==> config.mk <==
export PLATFORM = sky130hd
export DESIGN_NAME = clkgc_top
export DESIGN_NICKNAME = d
export VERILOG_FILES = /design/src/clkgc_pkg.sv /design/src/clkgc_top.sv
export SDC_FILE = /design/constraint.sdc
export NUM_CORES = 1
export LEC_CHECK = 0
export BUFFER_PORTS_ARGS = -buffer_cell sky130_fd_sc_hd__buf_2
export CAP_MARGIN = 5
export CORE_MARGIN = 3
export CORE_UTILIZATION = 24
export CTS_BUF_LIST = sky130_fd_sc_hd__clkbuf_4 sky130_fd_sc_hd__clkbuf_8
export DETAILED_ROUTE_END_ITERATION = 8
export PLACE_DENSITY = 0.47
export SLEW_MARGIN = 20
export SYNTH_ARGS = -nofsm -noshare
export SYNTH_HDL_FRONTEND = slang
export SYNTH_SLANG_ARGS = --single-unit
==> constraint.sdc <==
create_clock -name clk_sys -period 4.05 [get_ports clk_sys]
set_input_delay 0.2025 -clock clk_sys [delete_from_list [all_inputs] [get_ports clk_sys]]
set_output_delay 0.2025 -clock clk_sys [all_outputs]
set_load 0.1 [all_outputs]
==> src/clkgc_pkg.sv <==
package clkgc_pkg;
   // System clock and nominal base clock
   localparam int unsigned CLK_HZ       = 250_000_000;
   localparam int unsigned NOM_FREQ_HZ  = 307_200;
   localparam int unsigned STEP_FREQ_HZ = NOM_FREQ_HZ / 4;
   localparam int unsigned NOM_HALF_CYC = CLK_HZ / (2 * NOM_FREQ_HZ);

   // Register bus
   localparam int          ADDR_W   = 8;
   localparam int          DATA_W   = 32;
   localparam logic [7:0]  OFS_CTRL = 8'h00;
   localparam logic [7:0]  OFS_CFG  = 8'h04;
   localparam logic [7:0]  OFS_MULT = 8'h08;
   localparam logic [7:0]  OFS_DCO  = 8'h0c;
   localparam logic [7:0]  OFS_STAT = 8'h10;

   // Field positions
   localparam int CTRL_INT_BIT  = 0;
   localparam int CTRL_EXT_BIT  = 1;
   localparam int CFG_RUN_BIT   = 0;
   localparam int CFG_EXTOK_BIT = 1;
   localparam int CFG_XTAL_BIT  = 2;
   localparam int STAT_W        = 7;

   // Reset values and widths
   localparam logic       INT_ON_RST = 1'b1;
   localparam int         MULT_W_DEF = 7;
   localparam int         DCO_W      = 12;
   localparam logic [3:0] DIV_MAX    = 4'h9;
   localparam logic [11:0] DCO_RST   = 12'h800;
   localparam int         DCO_SHIFT  = 2;
   localparam int         PER_W      = 10;

   // Loop filter correction sizes
   localparam logic [11:0] CORR_BIG   = 12'h020;
   localparam logic [11:0] CORR_MID   = 12'h008;
   localparam logic [11:0] CORR_SMALL = 12'h001;

   // Base clock half period thresholds, in system cycles
   localparam int MEAS_W = 16;
   localparam logic [15:0] LIM_S15 = 16'(NOM_HALF_CYC * 100 / 85);
   localparam logic [15:0] LIM_S05 = 16'(NOM_HALF_CYC * 100 / 95);
   localparam logic [15:0] LIM_NOM = 16'(NOM_HALF_CYC);
   localparam logic [15:0] LIM_F05 = 16'(NOM_HALF_CYC * 100 / 105);
   localparam logic [15:0] LIM_F15 = 16'(NOM_HALF_CYC * 100 / 115);

   typedef enum logic [2:0] {
      BAND_S15 = 3'b000,
      BAND_S05 = 3'b001,
      BAND_S00 = 3'b010,
      BAND_NOM = 3'b011,
      BAND_F00 = 3'b100,
      BAND_F05 = 3'b101,
      BAND_F15 = 3'b110
   } clkgc_band_t;
endpackage

==> src/clkgc_top.sv <==
// The APB slave port and the register offsets were decided locally.
`timescale 1ns/10ps
module clkgc_top #(
   parameter int MULT_W = clkgc_pkg::MULT_W_DEF
) (
   // Clock and reset
   input  wire logic                           clk_sys,
   input  wire logic                           reset,
   // APB slave
   input  wire logic                           psel,
   input  wire logic                           penable,
   input  wire logic                           pwrite,
   input  wire logic [clkgc_pkg::ADDR_W-1:0]   paddr,
   input  wire logic [clkgc_pkg::DATA_W-1:0]   pwdata,
   output logic      [clkgc_pkg::DATA_W-1:0]   prdata,
   output logic                                pready,
   output logic                                pslverr,
   // Mode and pin
   input  wire logic                           stop_mode,
   input  wire logic                           ext_clk_pin,
   // Clock levels and bus enable
   output logic                                internal_clock,
   output logic                                base_clock,
   output logic                                external_clock,
   output logic                                osc_out_clock,
   output logic                                gen_out_clock,
   output logic                                bus_clock_en,
   output logic                                timebase_clock,
   output logic                                watchdog_clock,
   // Enables and status
   output logic                                gen_stop,
   output logic                                int_gen_enable,
   output logic                                ext_gen_enable,
   output logic                                pin_osc1_port_en,
   output logic                                pin_osc2_port_en,
   output logic                                filter_stable_flag
);
   import clkgc_pkg::*;

   logic                int_on_r;
   logic                ext_on_r;
   logic                run_stop_r;
   logic                ext_ok_r;
   logic                xtal_r;
   logic [MULT_W-1:0]   mult_r;
   logic [DCO_W-1:0]    dco_r;
   logic [DATA_W-1:0]   prdata_r;
   logic [DATA_W-1:0]   rdata_nxt;
   logic                addr_ok;
   logic                wr_en;
   logic [3:0]          dco_divider_ctl_eff;
   logic [PER_W-1:0]    period;
   logic [PER_W-1:0]    per_cnt_r;
   logic                int_tick;
   logic                internal_clock_r;
   logic [MULT_W-1:0]   div_cnt_r;
   logic                bypass;
   logic                base_tick;
   logic                base_clock_r;
   logic [MEAS_W-1:0]   meas_r;
   clkgc_band_t         band;
   logic [DCO_W-1:0]    dco_nxt;
   logic                stable_r;
   logic                ext_s1_r;
   logic                ext_s2_r;
   logic                external_clock_r;
   logic                ext_rise;
   logic                osc_rise;
   logic [1:0]          gen_cnt_r;

   // Enable logic
   assign gen_stop         = stop_mode & ~run_stop_r;
   assign int_gen_enable   = int_on_r & ~gen_stop;
   assign ext_gen_enable   = ext_on_r & ~gen_stop;
   assign pin_osc1_port_en = ~ext_on_r;
   assign pin_osc2_port_en = ~(ext_on_r & xtal_r);

   // APB decode: no wait states, error on unmapped address
   assign addr_ok = (paddr == OFS_CTRL) || (paddr == OFS_CFG) || (paddr == OFS_MULT)
                    || (paddr == OFS_DCO) || (paddr == OFS_STAT);
   assign wr_en   = psel & penable & pwrite & addr_ok;
   assign pready  = 1'b1;
   assign pslverr = psel & penable & ~addr_ok;
   assign prdata  = prdata_r;

   always_ff @(posedge clk_sys or posedge reset) begin
      if (reset) begin
         int_on_r <= INT_ON_RST;
         ext_on_r <= 1'b0;
      end else if (wr_en && paddr == OFS_CTRL) begin
         int_on_r <= pwdata[CTRL_INT_BIT];
         if (ext_ok_r || !pwdata[CTRL_EXT_BIT]) begin
            ext_on_r <= pwdata[CTRL_EXT_BIT];
         end
      end
   end

   always_ff @(posedge clk_sys or posedge reset) begin
      if (reset) begin
         run_stop_r <= 1'b0;
         ext_ok_r   <= 1'b0;
         xtal_r     <= 1'b0;
      end else if (wr_en && paddr == OFS_CFG) begin
         run_stop_r <= pwdata[CFG_RUN_BIT];
         ext_ok_r   <= pwdata[CFG_EXTOK_BIT];
         xtal_r     <= pwdata[CFG_XTAL_BIT];
      end
   end

   always_ff @(posedge clk_sys or posedge reset) begin
      if (reset) begin
         mult_r <= MULT_W'(1);
      end else if (wr_en && paddr == OFS_MULT) begin
         mult_r <= pwdata[MULT_W-1:0];
      end
   end

   always_comb begin
      rdata_nxt = '0;
      case (paddr)
         OFS_CTRL: begin
            rdata_nxt[CTRL_INT_BIT] = int_on_r;
            rdata_nxt[CTRL_EXT_BIT] = ext_on_r;
         end
         OFS_CFG: begin
            rdata_nxt[CFG_RUN_BIT]   = run_stop_r;
            rdata_nxt[CFG_EXTOK_BIT] = ext_ok_r;
            rdata_nxt[CFG_XTAL_BIT]  = xtal_r;
         end
         OFS_MULT: rdata_nxt[MULT_W-1:0] = mult_r;
         OFS_DCO:  rdata_nxt[DCO_W-1:0]  = dco_r;
         OFS_STAT: rdata_nxt[STAT_W-1:0] = {pin_osc2_port_en, pin_osc1_port_en,
                                            ext_gen_enable, int_gen_enable,
                                            gen_stop, xtal_r, stable_r};
         default:  rdata_nxt = '0;
      endcase
   end

   // Read data is captured in the setup cycle
   always_ff @(posedge clk_sys or posedge reset) begin
      if (reset) begin
         prdata_r <= '0;
      end else if (psel && !penable && !pwrite) begin
         prdata_r <= rdata_nxt;
      end
   end

   // Oscillator: period in system cycles follows the control word
   assign dco_divider_ctl_eff = (dco_r[11:8] > DIV_MAX) ? DIV_MAX : dco_r[11:8];
   assign period   = PER_W'({dco_divider_ctl_eff, dco_r[7:0]} >> DCO_SHIFT);
   assign int_tick = int_gen_enable && (per_cnt_r >= period);

   always_ff @(posedge clk_sys or posedge reset) begin
      if (reset) begin
         per_cnt_r <= '0;
      end else if (!int_gen_enable || int_tick) begin
         per_cnt_r <= '0;
      end else begin
         per_cnt_r <= per_cnt_r + PER_W'(1);
      end
   end

   always_ff @(posedge clk_sys or posedge reset) begin
      if (reset) begin
         internal_clock_r <= 1'b0;
      end else if (!int_gen_enable) begin
         internal_clock_r <= 1'b0;
      end else if (int_tick) begin
         internal_clock_r <= ~internal_clock_r;
      end
   end

   // Modulo N divider
   assign bypass    = (mult_r <= MULT_W'(1));
   assign base_tick = int_tick && (bypass || div_cnt_r >= mult_r - MULT_W'(1));

   always_ff @(posedge clk_sys or posedge reset) begin
      if (reset) begin
         div_cnt_r <= '0;
      end else if (!int_gen_enable || base_tick) begin
         div_cnt_r <= '0;
      end else if (int_tick) begin
         div_cnt_r <= div_cnt_r + MULT_W'(1);
      end
   end

   always_ff @(posedge clk_sys or posedge reset) begin
      if (reset) begin
         base_clock_r <= 1'b0;
      end else if (!int_gen_enable) begin
         base_clock_r <= 1'b0;
      end else if (base_tick) begin
         base_clock_r <= ~base_clock_r;
      end
   end

   // Frequency comparator: half period of the base clock in system cycles
   always_ff @(posedge clk_sys or posedge reset) begin
      if (reset) begin
         meas_r <= '0;
      end else if (!int_gen_enable || base_tick) begin
         meas_r <= '0;
      end else if (meas_r != '1) begin
         meas_r <= meas_r + MEAS_W'(1);
      end
   end

   always_comb begin
      if (meas_r > LIM_S15) begin
         band = BAND_S15;
      end else if (meas_r > LIM_S05) begin
         band = BAND_S05;
      end else if (meas_r > LIM_NOM) begin
         band = BAND_S00;
      end else if (meas_r == LIM_NOM) begin
         band = BAND_NOM;
      end else if (meas_r >= LIM_F05) begin
         band = BAND_F00;
      end else if (meas_r >= LIM_F15) begin
         band = BAND_F05;
      end else begin
         band = BAND_F15;
      end
   end

   // Loop filter: slow base clock shortens the period, fast lengthens it
   always_comb begin
      case (band)
         BAND_S15: dco_nxt = dco_r - CORR_BIG;
         BAND_S05: dco_nxt = dco_r - CORR_MID;
         BAND_S00: dco_nxt = dco_r - CORR_SMALL;
         BAND_F00: dco_nxt = dco_r + CORR_SMALL;
         BAND_F05: dco_nxt = dco_r + CORR_MID;
         BAND_F15: dco_nxt = dco_r + CORR_BIG;
         default:  dco_nxt = dco_r;
      endcase
   end

   always_ff @(posedge clk_sys or posedge reset) begin
      if (reset) begin
         dco_r <= DCO_RST;
      end else if (base_tick) begin
         dco_r <= dco_nxt;
      end
   end

   always_ff @(posedge clk_sys or posedge reset) begin
      if (reset) begin
         stable_r <= 1'b0;
      end else if (!int_gen_enable) begin
         stable_r <= 1'b0;
      end else if (base_tick) begin
         stable_r <= (band == BAND_S00) || (band == BAND_NOM) || (band == BAND_F00);
      end
   end

   // External clock pin synchroniser
   always_ff @(posedge clk_sys or posedge reset) begin
      if (reset) begin
         ext_s1_r <= 1'b0;
         ext_s2_r <= 1'b0;
      end else begin
         ext_s1_r <= ext_clk_pin;
         ext_s2_r <= ext_s1_r;
      end
   end

   always_ff @(posedge clk_sys or posedge reset) begin
      if (reset) begin
         external_clock_r <= 1'b0;
      end else begin
         external_clock_r <= ext_gen_enable & ext_s2_r;
      end
   end

   assign ext_rise = ext_gen_enable & ext_s2_r & ~external_clock_r;

   // Source select and bus rate divider
   assign osc_rise = ext_gen_enable ? ext_rise : (int_tick & ~internal_clock_r);

   always_ff @(posedge clk_sys or posedge reset) begin
      if (reset) begin
         gen_cnt_r <= 2'h0;
      end else if (osc_rise) begin
         gen_cnt_r <= gen_cnt_r + 2'h1;
      end
   end

   assign internal_clock     = internal_clock_r;
   assign base_clock         = base_clock_r;
   assign external_clock     = external_clock_r;
   assign osc_out_clock      = ext_gen_enable ? external_clock_r : internal_clock_r;
   assign gen_out_clock      = gen_cnt_r[0];
   assign bus_clock_en       = osc_rise && (gen_cnt_r == 2'h3);
   assign timebase_clock     = ext_gen_enable ? external_clock_r : internal_clock_r;
   assign watchdog_clock     = osc_out_clock;
   assign filter_stable_flag = stable_r;
endmodule

==> results of run 1 <==
==> repair_timing <==
action | in CTS | in global routing
endpoints found under the hold margin | 39 | 0
hold buffers | 2 | 0
resized for setup | 0 | 1
setup endpoints to repair | 0 | 2
==> cells by family (layout without fill, tap and decap cells) <==
| family | Yosys count | after routing |
|---|---|---|
| compound gates | 133 | 133 |
| buf+inv | 69 | 109 |
| other cells | 2 | 21 |
| xor+xnor | 51 | 51 |
| fa+ha+maj | 52 | 52 |
| mux | 24 | 24 |
| flops | 77 | 77 |
| simple gates | 213 | 213 |
==> metrics by stage <==
step / setup slack (ps) / std cells
2_1_floorplan: 185 / 640
4_1_cts: 316 / 993
3_3_place_gp: 374 / 975
5_1_grt: 73.0 / 993
3_5_place_dp: 380 / 975
6_report: 409 / 993
==> power groups by stage <==
stage / clock network, µW / registers, µW / logic [µW]
finish: 676 / 786 / 235
global route: 735 / 788 / 248
CTS: 713 / 787 / 237
detailed placement: 0 / 802 / 236
global placement: 0 / 802 / 234
floorplan: 0 / 860 / 154
==> metal layers <==
| metal | share of wire [%] | track usage [%] |
|---|---|---|
| met3 | 4.4 | 2.57 |
| met4 | 1.1 | 3.08 |
| met1 | 50 | 15.7 |
| met2 | 45 | 18.1 |
| met5 | 0 | 0 |
==> area by class of cell <==
class | instances | area [µm²] | area share (%)
multi-input combinational | 494 | 3460 | 53.4
sequential | 77 | 1930 | 29.8
tap | 313 | 392 | 6.04
timing repair buffer | 65 | 373 | 5.75
clock buffer | 9 | 124 | 1.91
inverter | 28 | 106 | 1.64
clock inverter | 7 | 97.6 | 1.50
==> critical path, cell delays in order, from the launching register on <==
cell	delay (ps)
dfstp_2	620
inv_1	140
nor2_1	120
nor2_1	60
ha_1	320
nand2_1	70
o211ai_1	170
a21oi_1	70
nor2_1	100
buf_4	170
nand2_1	160
o32ai_1	470
and2_1	190
buf_2	420
==> placed cells by master (no fill, tap or decap), drive strengths merged, types with 5 or more instances in the layout <==
master,n
a211oi,10
a21o,7
a21oi,33
a221oi,5
a22o,6
a31oi,5
and2,6
and3,11
buf,63
clkbuf,9
conb,21
dfrtp,74
ha,49
inv,29
mux2,14
mux2i,8
nand2,45
nand2b,6
nand3,16
nand4,7
nor2,74
nor2b,5
nor3,14
o211ai,6
o21a,7
o21ai,28
or2,5
or3,5
or4,5
xnor2,31
xor2,20
==> sequential cells by signal, indices dropped and copies added (netlist names) <==
name	cells
base_clock	1
dco_r	12
div_cnt_r	7
ext_ok_r	1
ext_on_r	1
ext_s1_r	1
ext_s2_r	1
external_clock	1
filter_stable_flag	1
gen_cnt_r	2
int_on_r	1
internal_clock	1
meas_r	16
mult_r	7
per_cnt_r	10
prdata	12
run_stop_r	1
xtal_r	1
==> final timing paths <==
check,startpoint,end,slack (ps),cells after the start
worst max-delay path,dco_r[11],bus_clock_en,410,13
worst min-delay path,pwdata[5],mult_r[5],90,2
worst max register to register,meas_r[0],dco_r[11],500,13
worst min register to register,ext_s1_r,ext_s2_r,370,0
max in group asynchronous,reset,int_on_r,2580,4
min in group asynchronous,reset,div_cnt_r[2],480,3
==> synth_stat cells (7+ instances only) <==
| cell type | number |
|---|---|
| nand2_1 | 45 |
| inv_1 | 28 |
| o21ai_0 | 27 |
| nand3_1 | 15 |
| a21o_1 | 7 |
| dfrtp_1 | 74 |
| nor2_1 | 74 |
| mux2i_1 | 8 |
| xnor2_1 | 30 |
| nand4_1 | 7 |
| and3_1 | 10 |
| ha_1 | 49 |
| buf_4 | 24 |
| mux2_2 | 13 |
| buf_2 | 11 |
| xor2_1 | 20 |
| a211oi_1 | 8 |
| a21oi_1 | 33 |
| o21a_1 | 7 |
| nor3_1 | 14 |
==> flow_summary.yaml, run 1 <==
timing:
  whs_ps: 89.2
  fmax_mhz: 275
  finalCritPeriodShare_pct: 89.9
  tns_ps: 0
  worst_slew_pin_slew_ps: 1010
  final-max-slew-violation-count: 0
  rsz0062_at_grt: "no"
  min_period_ps: 3640
  setup_viol: 0
  skew_ps: 13.5
  slew_headroom_pct: 32.7
  finalHoldViolations: 0
routing:
  drt_iter0_drc: 212
  dr.pass1.iters: 4
  num_vias: 4536
  antenna_left: 0
  drc: 0
  viasPerCell: 4.57
  wl_per_cell_um: 14.5
  wl_um: 14400
yosys:
  synth-xor-area-share_pct: 7.99
  async_flop_share_pct: 100
  synth.top_cell.area_share_pct: 32.6
  synthCells: 621
  yosys-mux-area-fraction_pct: 5.04
  yosysUniqueCellTypes: 71
  synth_compound_gate_area_share_pct: 15.9
  synth_fa_ha_area_share_pct: 11.8
  ys_warn_count: 0
  synth-edff-count: 0
  syn_area_um2: 5690
  ys_ff_latch: 77
  yosys.area_share.simple_pct: 18.6
  seq_area_frac_synth_pct: 33.9
  postSynthAreaPerCell_um2: 9.16
  yosysTopAreaCell: "dfrtp_1"
  synth_top_family_by_area: "simple AND/OR/NAND/NOR gates"
  synthFlopType: "dfrtp_1"
  yosys-top-cells-area: "dfrtp_1 33%, ha_1 11%, nor2_1 4.9%, xnor2_1 4.6%, buf_4 3.2%"
worst_hold_path:
  hold_path_class: "primary input to flop"
final_layout:
  syn2layout_area_growth_pct: 14.0
  final_core_util_pct: 28.2
  final_nets: 774
  nFillCells: 2501
  diodes: 0
  design_area_um2: 6480
  drive_gt1_share_pct: 17.2
outcome:
  status: "completed"
power_and_ir_drop:
  max-vdd-ir-drop_mv: 0.144
  power_switching_uw: 533
  leakage_uw: 0.00290
  clockPowerShare_pct: 39.8
  p_comb_share_pct: 13.8
  pwr-share-seq_pct: 46.3
  power_density_nw_per_um2: 262
  switching_share_pct: 31.4
  p_int_uw: 1160
  p_total_uw: 1700
placed_design:
  dp_hpwl_um: 11000
  portBuffers: 48
  gp_congestion: 0.794
  placed_area_um2: 6240
die:
  fp.dieH_um: 160
  start_util_pct: 24.7
  coreArea_um2: 23000
  die-area_um2: 25600
  ioPinCount: 95
  rows: 55
  die_x_um: 160
setup_path:
  critPathKind: "flop to output port"
  crit_fanout: 7
  cp-start-kind: "flop"
  crit_required_ps: 3850
  arrival_ps: 3440
  critPathCaptureType: "output port"
cts:
  clock_sinks: 77
  cts_tree: "built"
  insertion_delay_ps: 370
  clk_pin_slew_worst_paths_ps: 100
  clk_root_buffer_cell: "clkbuf_8"
  numCtsBuffers: 9
  cts_setup_buffers: 0
  cts_max_level: 3
  cts_buffer_depth: 2
global_route:
  first_global_vias: 4480
  antenna_found_initial: 0
  grt_overflow: 0
  grt_usage_pct: 11.4
  grt_max_degree: 41
  grt_pass1_wl_um: 23800
job:
  max-cap-violations: 0
(Power assumes the default switching activity.)
==> run 2: changes to the inputs <==
--- a/config.mk
+++ b/config.mk
@@ -7,11 +7,13 @@
 export LEC_CHECK = 0
 export BUFFER_PORTS_ARGS = -buffer_cell sky130_fd_sc_hd__buf_2
 export CAP_MARGIN = 5
+export CORE_ASPECT_RATIO = 1.5
 export CORE_MARGIN = 3
 export CORE_UTILIZATION = 24
 export CTS_BUF_LIST = sky130_fd_sc_hd__clkbuf_4 sky130_fd_sc_hd__clkbuf_8
 export DETAILED_ROUTE_END_ITERATION = 8
 export PLACE_DENSITY = 0.47
+export REMOVE_ABC_BUFFERS = 1
 export SLEW_MARGIN = 20
 export SYNTH_ARGS = -nofsm -noshare
 export SYNTH_HDL_FRONTEND = slang
==> run 2 against run 1 <==
  * Routed wire length rose by 3.5%
  * Worst setup slack got worse by 26 ps
  * Sequential cell count unchanged
  * Register-to-register slack worse by 120 ps
  * Utilization is 0.32 points lower
==> flow_summary.yaml, run 2 (synthesized netlist as in run 1, its figures left out) <==
outcome:
  status: "completed"
timing:
  final-max-slew-violation-count: 0
  whs_ps: 49.8
  min_period_ps: 3670
  worst_slew_pin_slew_ps: 983
  fmax_mhz: 273
  rsz0062_at_grt: "no"
  fin_ws_ps: 383
  tns_ps: 0
  skew_ps: 21.6
  finalHoldViolations: 0
  finalCritPeriodShare_pct: 90.5
  setup_viol: 0
  slew_headroom_pct: 34.3
cts:
  clock_sinks: 77
  cts_hold_buffers: 2
  cts_max_level: 3
  clk_pin_slew_worst_paths_ps: 100
  cts_tree: "built"
  cts_buffer_depth: 2
  cts_resized: 0
  insertion_delay_ps: 380
  numCtsBuffers: 9
  clk_root_buffer_cell: "clkbuf_8"
  cts_setup_buffers: 0
job:
  max-cap-violations: 0
power_and_ir_drop:
  clockPowerShare_pct: 41.1
  max-vdd-ir-drop_mv: 0.162
  p_total_uw: 1730
  power_density_nw_per_um2: 269
  p_int_uw: 1210
  p_comb_share_pct: 13.6
  power_switching_uw: 528
  switching_share_pct: 30.4
  leakage_uw: 0.00288
  pwr-share-seq_pct: 45.4
placed_design:
  gp_congestion: 0.824
  dp_hpwl_um: 11600
  dpl_worst_slack_ps: 337
  portBuffers: 48
worst_hold_path:
  min-delay-start: "pwdata[6]"
  hold_path_class: "primary input to flop"
  hold_depth: 2
  hold_end: "mult_r[6]"
routing:
  wl_met2_um: 7970
  num_vias: 4546
  viasPerCell: 4.59
  wl_met1_um: 6110
  top_layer: "met4"
  wl_um: 14900
  drt_iter0_drc: 175
  dr.pass1.iters: 4
  wl_per_cell_um: 15.0
  antenna_left: 0
  met3_length_um: 432
  drc: 0
global_route:
  grt_usage_pct: 11.8
  grt_overflow: 0
  grt_max_degree: 44
  grt_pass1_wl_um: 24000
  antenna_found_initial: 1
  first_global_vias: 4477
setup_path:
  critPathCaptureType: "flop"
  r2r-end: "dco_r[11]"
  arrival_ps: 3980
  crit_fanout: 12
  critPathKind: "flop to flop"
  crit_required_ps: 4360
  cp-start-kind: "flop"
  rr_startpoint: "meas_r[1]"
  reg2reg_slack_ps: 380
  r2r.worst_path.cells: 13
die:
  fp.dieH_um: 195
  die-area_um2: 25600
  die_x_um: 132
  coreArea_um2: 23100
  rows: 68
  start_util_pct: 24.6
  ioPinCount: 95
final_layout:
  drive_gt1_share_pct: 16.3
  layout_common_cells: "74 x nor2_1, 74 x dfrtp_1, 49 x ha_1"
  regMostFlops: "meas_r"
  final_nets: 768
  largest_reg_flops: 16
  syn2layout_area_growth_pct: 13.5
  nFillCells: 2556
-- run 2: changes by cell type in the layout (fill, tap and decap cells not counted) --
cell	delta
nand3_2	-1
clkbuf_4	+1
nand3_1	+1
diode_2	+1
buf_4	-6
clkbuf_8	+2
clkinv_2	-2
clkinvlp_4	-1
inv_6	+1
inv_8	-1
-- run 2: final cells by class --
type / instances / area (µm²) / share of cell area (%)
flip-flops and latches: 77 / 1930 / 29.9
diodes: 1 / 2.50 / 0.0388
repair buffers: 59 / 328 / 5.08
well taps: 315 / 394 / 6.11
clock buffers: 12 / 159 / 2.46
multi-input cells: 494 / 3460 / 53.6
inverters: 28 / 106 / 1.65
clock inverters: 4 / 77.6 / 1.20
-- run 2: critical path, cell delays in order, from the launching register on --
cell and delay, ps:
dfrtp_1 470, inv_1 110, ha_1 200, nor3b_1 160, a211oi_4 340, nand3b_4 230, ha_1 380, nor2b_1 160
o31a_1 260, or4_1 410, a31oi_1 260, xnor2_1 110, a211oi_1 350, a221o_1 170
-- run 2: through the flow --
step                instance area [µm²]  util [%]  instances
global placement                   6200      26.8        971
global route                       6450      27.9        990
detailed placement                 6200      26.8        971
floorplan                          5490         -        599
CTS                                6450      27.9        989
finish                             6450      27.9        990
-- run 2: worst max path at each step --
| stage | startpoint | to | slack, ps |
|---|---|---|---|
| global route | meas_r[9] | dco_r[11] | 100 |
| finish | meas_r[1] | dco_r[11] | 380 |
| global placement | meas_r[9] | dco_r[11] | 360 |
| floorplan | run_stop_r | osc_out_clock | 10 |
| detailed placement | meas_r[1] | dco_r[11] | 340 |
| CTS | meas_r[1] | dco_r[11] | 320 |
-- run 2: layer usage --
| layer | GRT usage, % | up-vias |
|---|---|---|
| li1 | - | 2269 |
| met2 | 22.0 | 89 |
| met5 | 0 | - |
| met4 | 5.18 | 0 |
| met1 | 13.1 | 2167 |
| met3 | 1.66 | 21 |
-- run 2: power groups by stage --
| stage | Sequential, µW | Combinational [µW] | Clock (µW) |
|---|---|---|---|
| 3_3_place_gp | 802 | 235 | 0 |
| 5_1_grt | 789 | 249 | 767 |
| 6_report | 786 | 235 | 712 |
| 3_5_place_dp | 802 | 236 | 0 |
| 4_1_cts | 787 | 237 | 737 |
| 2_1_floorplan | 860 | 135 | 0 |
==> run 3: changes to the inputs <==
==> constraint.sdc (replaced) <==
create_clock -name clk_sys -period 4.5 [get_ports clk_sys]
set_input_delay 0.225 -clock clk_sys [delete_from_list [all_inputs] [get_ports clk_sys]]
set_output_delay 0.225 -clock clk_sys [all_outputs]
set_load 0.1 [all_outputs]
==> run 3 against run 2 <==
  * The run now ends with hold timing left
  * Clock-buffer cell count stayed put
  * Design area is 0.70% lower
  * Critical path depth is 2 lower
  * Critical path type unchanged
  * Largest cell class unchanged
  * Highest routed layer unchanged
==> flow_summary.yaml, run 3 (synthesized netlist as in run 1, its figures left out) <==
outcome:
  status: "finished with violations"
  violations: "hold timing"
placed_design:
  placed_area_um2: 6210
  dp_hpwl_um: 11700
  dp_cells: 973
  portBuffers: 48
  gp_congestion: 0.828
setup_path:
  crit_fanout: 7
  critPathKind: "flop to flop"
  cp-start-kind: "flop"
  r2r.worst_path.cells: 11
  critPathCaptureType: "flop"
  crit_required_ps: 4810
  arrival_ps: 4080
timing:
  rsz0062_at_grt: "no"
  final-max-slew-violation-count: 0
  tns_ps: 0
  min_period_ps: 3770
  worst_slew_pin_slew_ps: 879
  skew_ps: 11.8
  slew_headroom_pct: 41.4
  setup_viol: 0
  fmax_mhz: 265
  whs_ps: -4.29
  finalCritPeriodShare_pct: 83.9
  finalHoldViolations: 5
final_layout:
  drive_gt1_share_pct: 16.6
  layout_common_cells: "74 x nor2_1, 74 x dfrtp_1, 49 x ha_1"
  design_area_um2: 6410
  syn2layout_area_growth_pct: 12.7
  largest_reg_flops: 16
  multi_input_comb_area_um2: 3460
  nFillCells: 2523
  final_nets: 769
  diodes: 0
  regMostFlops: "meas_r"
  stdcell_count: 990
  regArea_um2: 1930
routing:
  dr.pass1.iters: 4
  num_vias: 4569
  drc: 0
  drt_iter0_drc: 210
  antenna_left: 0
  viasPerCell: 4.62
  wl_per_cell_um: 14.9
  wl_um: 14800
global_route:
  grt_usage_pct: 11.7
  first_global_vias: 4557
  grt_max_degree: 48
  grt_pass1_wl_um: 24000
  antenna_found_initial: 0
  grt_overflow: 0
die:
  ioPinCount: 95
  die-area_um2: 25600
  start_util_pct: 24.6
  rows: 68
  fp.dieH_um: 195
  coreArea_um2: 23100
  die_x_um: 132
power_and_ir_drop:
  leakage_uw: 0.00286
  power_density_nw_per_um2: 225
  max-vdd-ir-drop_mv: 0.122
job:
  max-cap-violations: 0
cts:
  clk_pin_slew_worst_paths_ps: 90
  cts_buffer_depth: 2
  clk_root_buffer_cell: "clkbuf_8"
  cts_tree: "built"
  cts_max_level: 3
  clock_sinks: 77
  cts_setup_buffers: 0
  numCtsBuffers: 9
  insertion_delay_ps: 370
worst_hold_path:
  hold_path_class: "primary input to asynchronous set/reset pin"
## run 3: cell count changes in the layout (fill, tap and decap cells not counted), sizes merged
cell         change
buf              +2
inv              -1
clkinvlp         +1
dlygate4sd3      -1
clkinv           +2
diode            -1
bufinv           -2
## run 3: critical path, cell delays in order (launching register included)
cell	delay [ps]
dfrtp_1	450
nor4_2	470
and3_1	380
nand3_1	310
buf_4	270
ha_1	340
o21ai_0	140
o211ai_1	240
a41oi_1	250
o311ai_1	430
mux2i_1	130
a221o_1	300
## run 3: path summary, 6_finish.rpt
path                                endpoint  slack (ps)  startpoint
worst max-delay path               dco_r[11]         730   meas_r[9]
min in group clk_sys               mult_r[6]          80   pwdata[6]
worst min register to register      ext_s2_r         360    ext_s1_r
worst min-delay path            gen_cnt_r[1]          -4       reset
max in group asynchronous           int_on_r        3540       reset
worst max register to register     dco_r[11]         730   meas_r[9]
## run 3: cell type report
class / instances / area share, %
well taps: 315 / 6.15
clock buffers: 12 / 2.48
flip-flops and latches: 77 / 30.1
multi-input cells: 494 / 53.9
clock inverters: 4 / 0.468
inverters: 28 / 1.66
repair buffers: 60 / 5.19
## run 3: metrics by stage
step / setup slack [ps] / util [%] / hold slack (ps) / total power, µW
floorplan: 440 / - / 256 / 895
global placement: 773 / 26.8 / 334 / 933
detailed placement: 740 / 26.8 / 335 / 935
CTS: 705 / 27.7 / 19.4 / 1470
global route: 392 / 27.7 / 62.6 / 1500
finish: 726 / 27.7 / -4.29 / 1440
## run 3: report_power, final
part | switching [µW] | internal (µW)
clock network | 282 | 239
logic | 181 | 30.4
registers | 6.44 | 701
## run 3: layer usage
layer | wire length [µm] | global-route usage [%] | vias up
met3 | 389 | 1.71 | 26
met4 | 407 | 4.83 | 0
met1 | 5820 | 12.2 | 2196
li1 | - | - | 2265
met2 | 8150 | 23.0 | 82
met5 | 0 | 0 | -
## run 3: what timing repair did
action                     in CTS  in global routing
setup endpoints to repair       0                  0
hold endpoints to repair        1                  0
hold buffers                    1                  0
resized for setup               0                  0
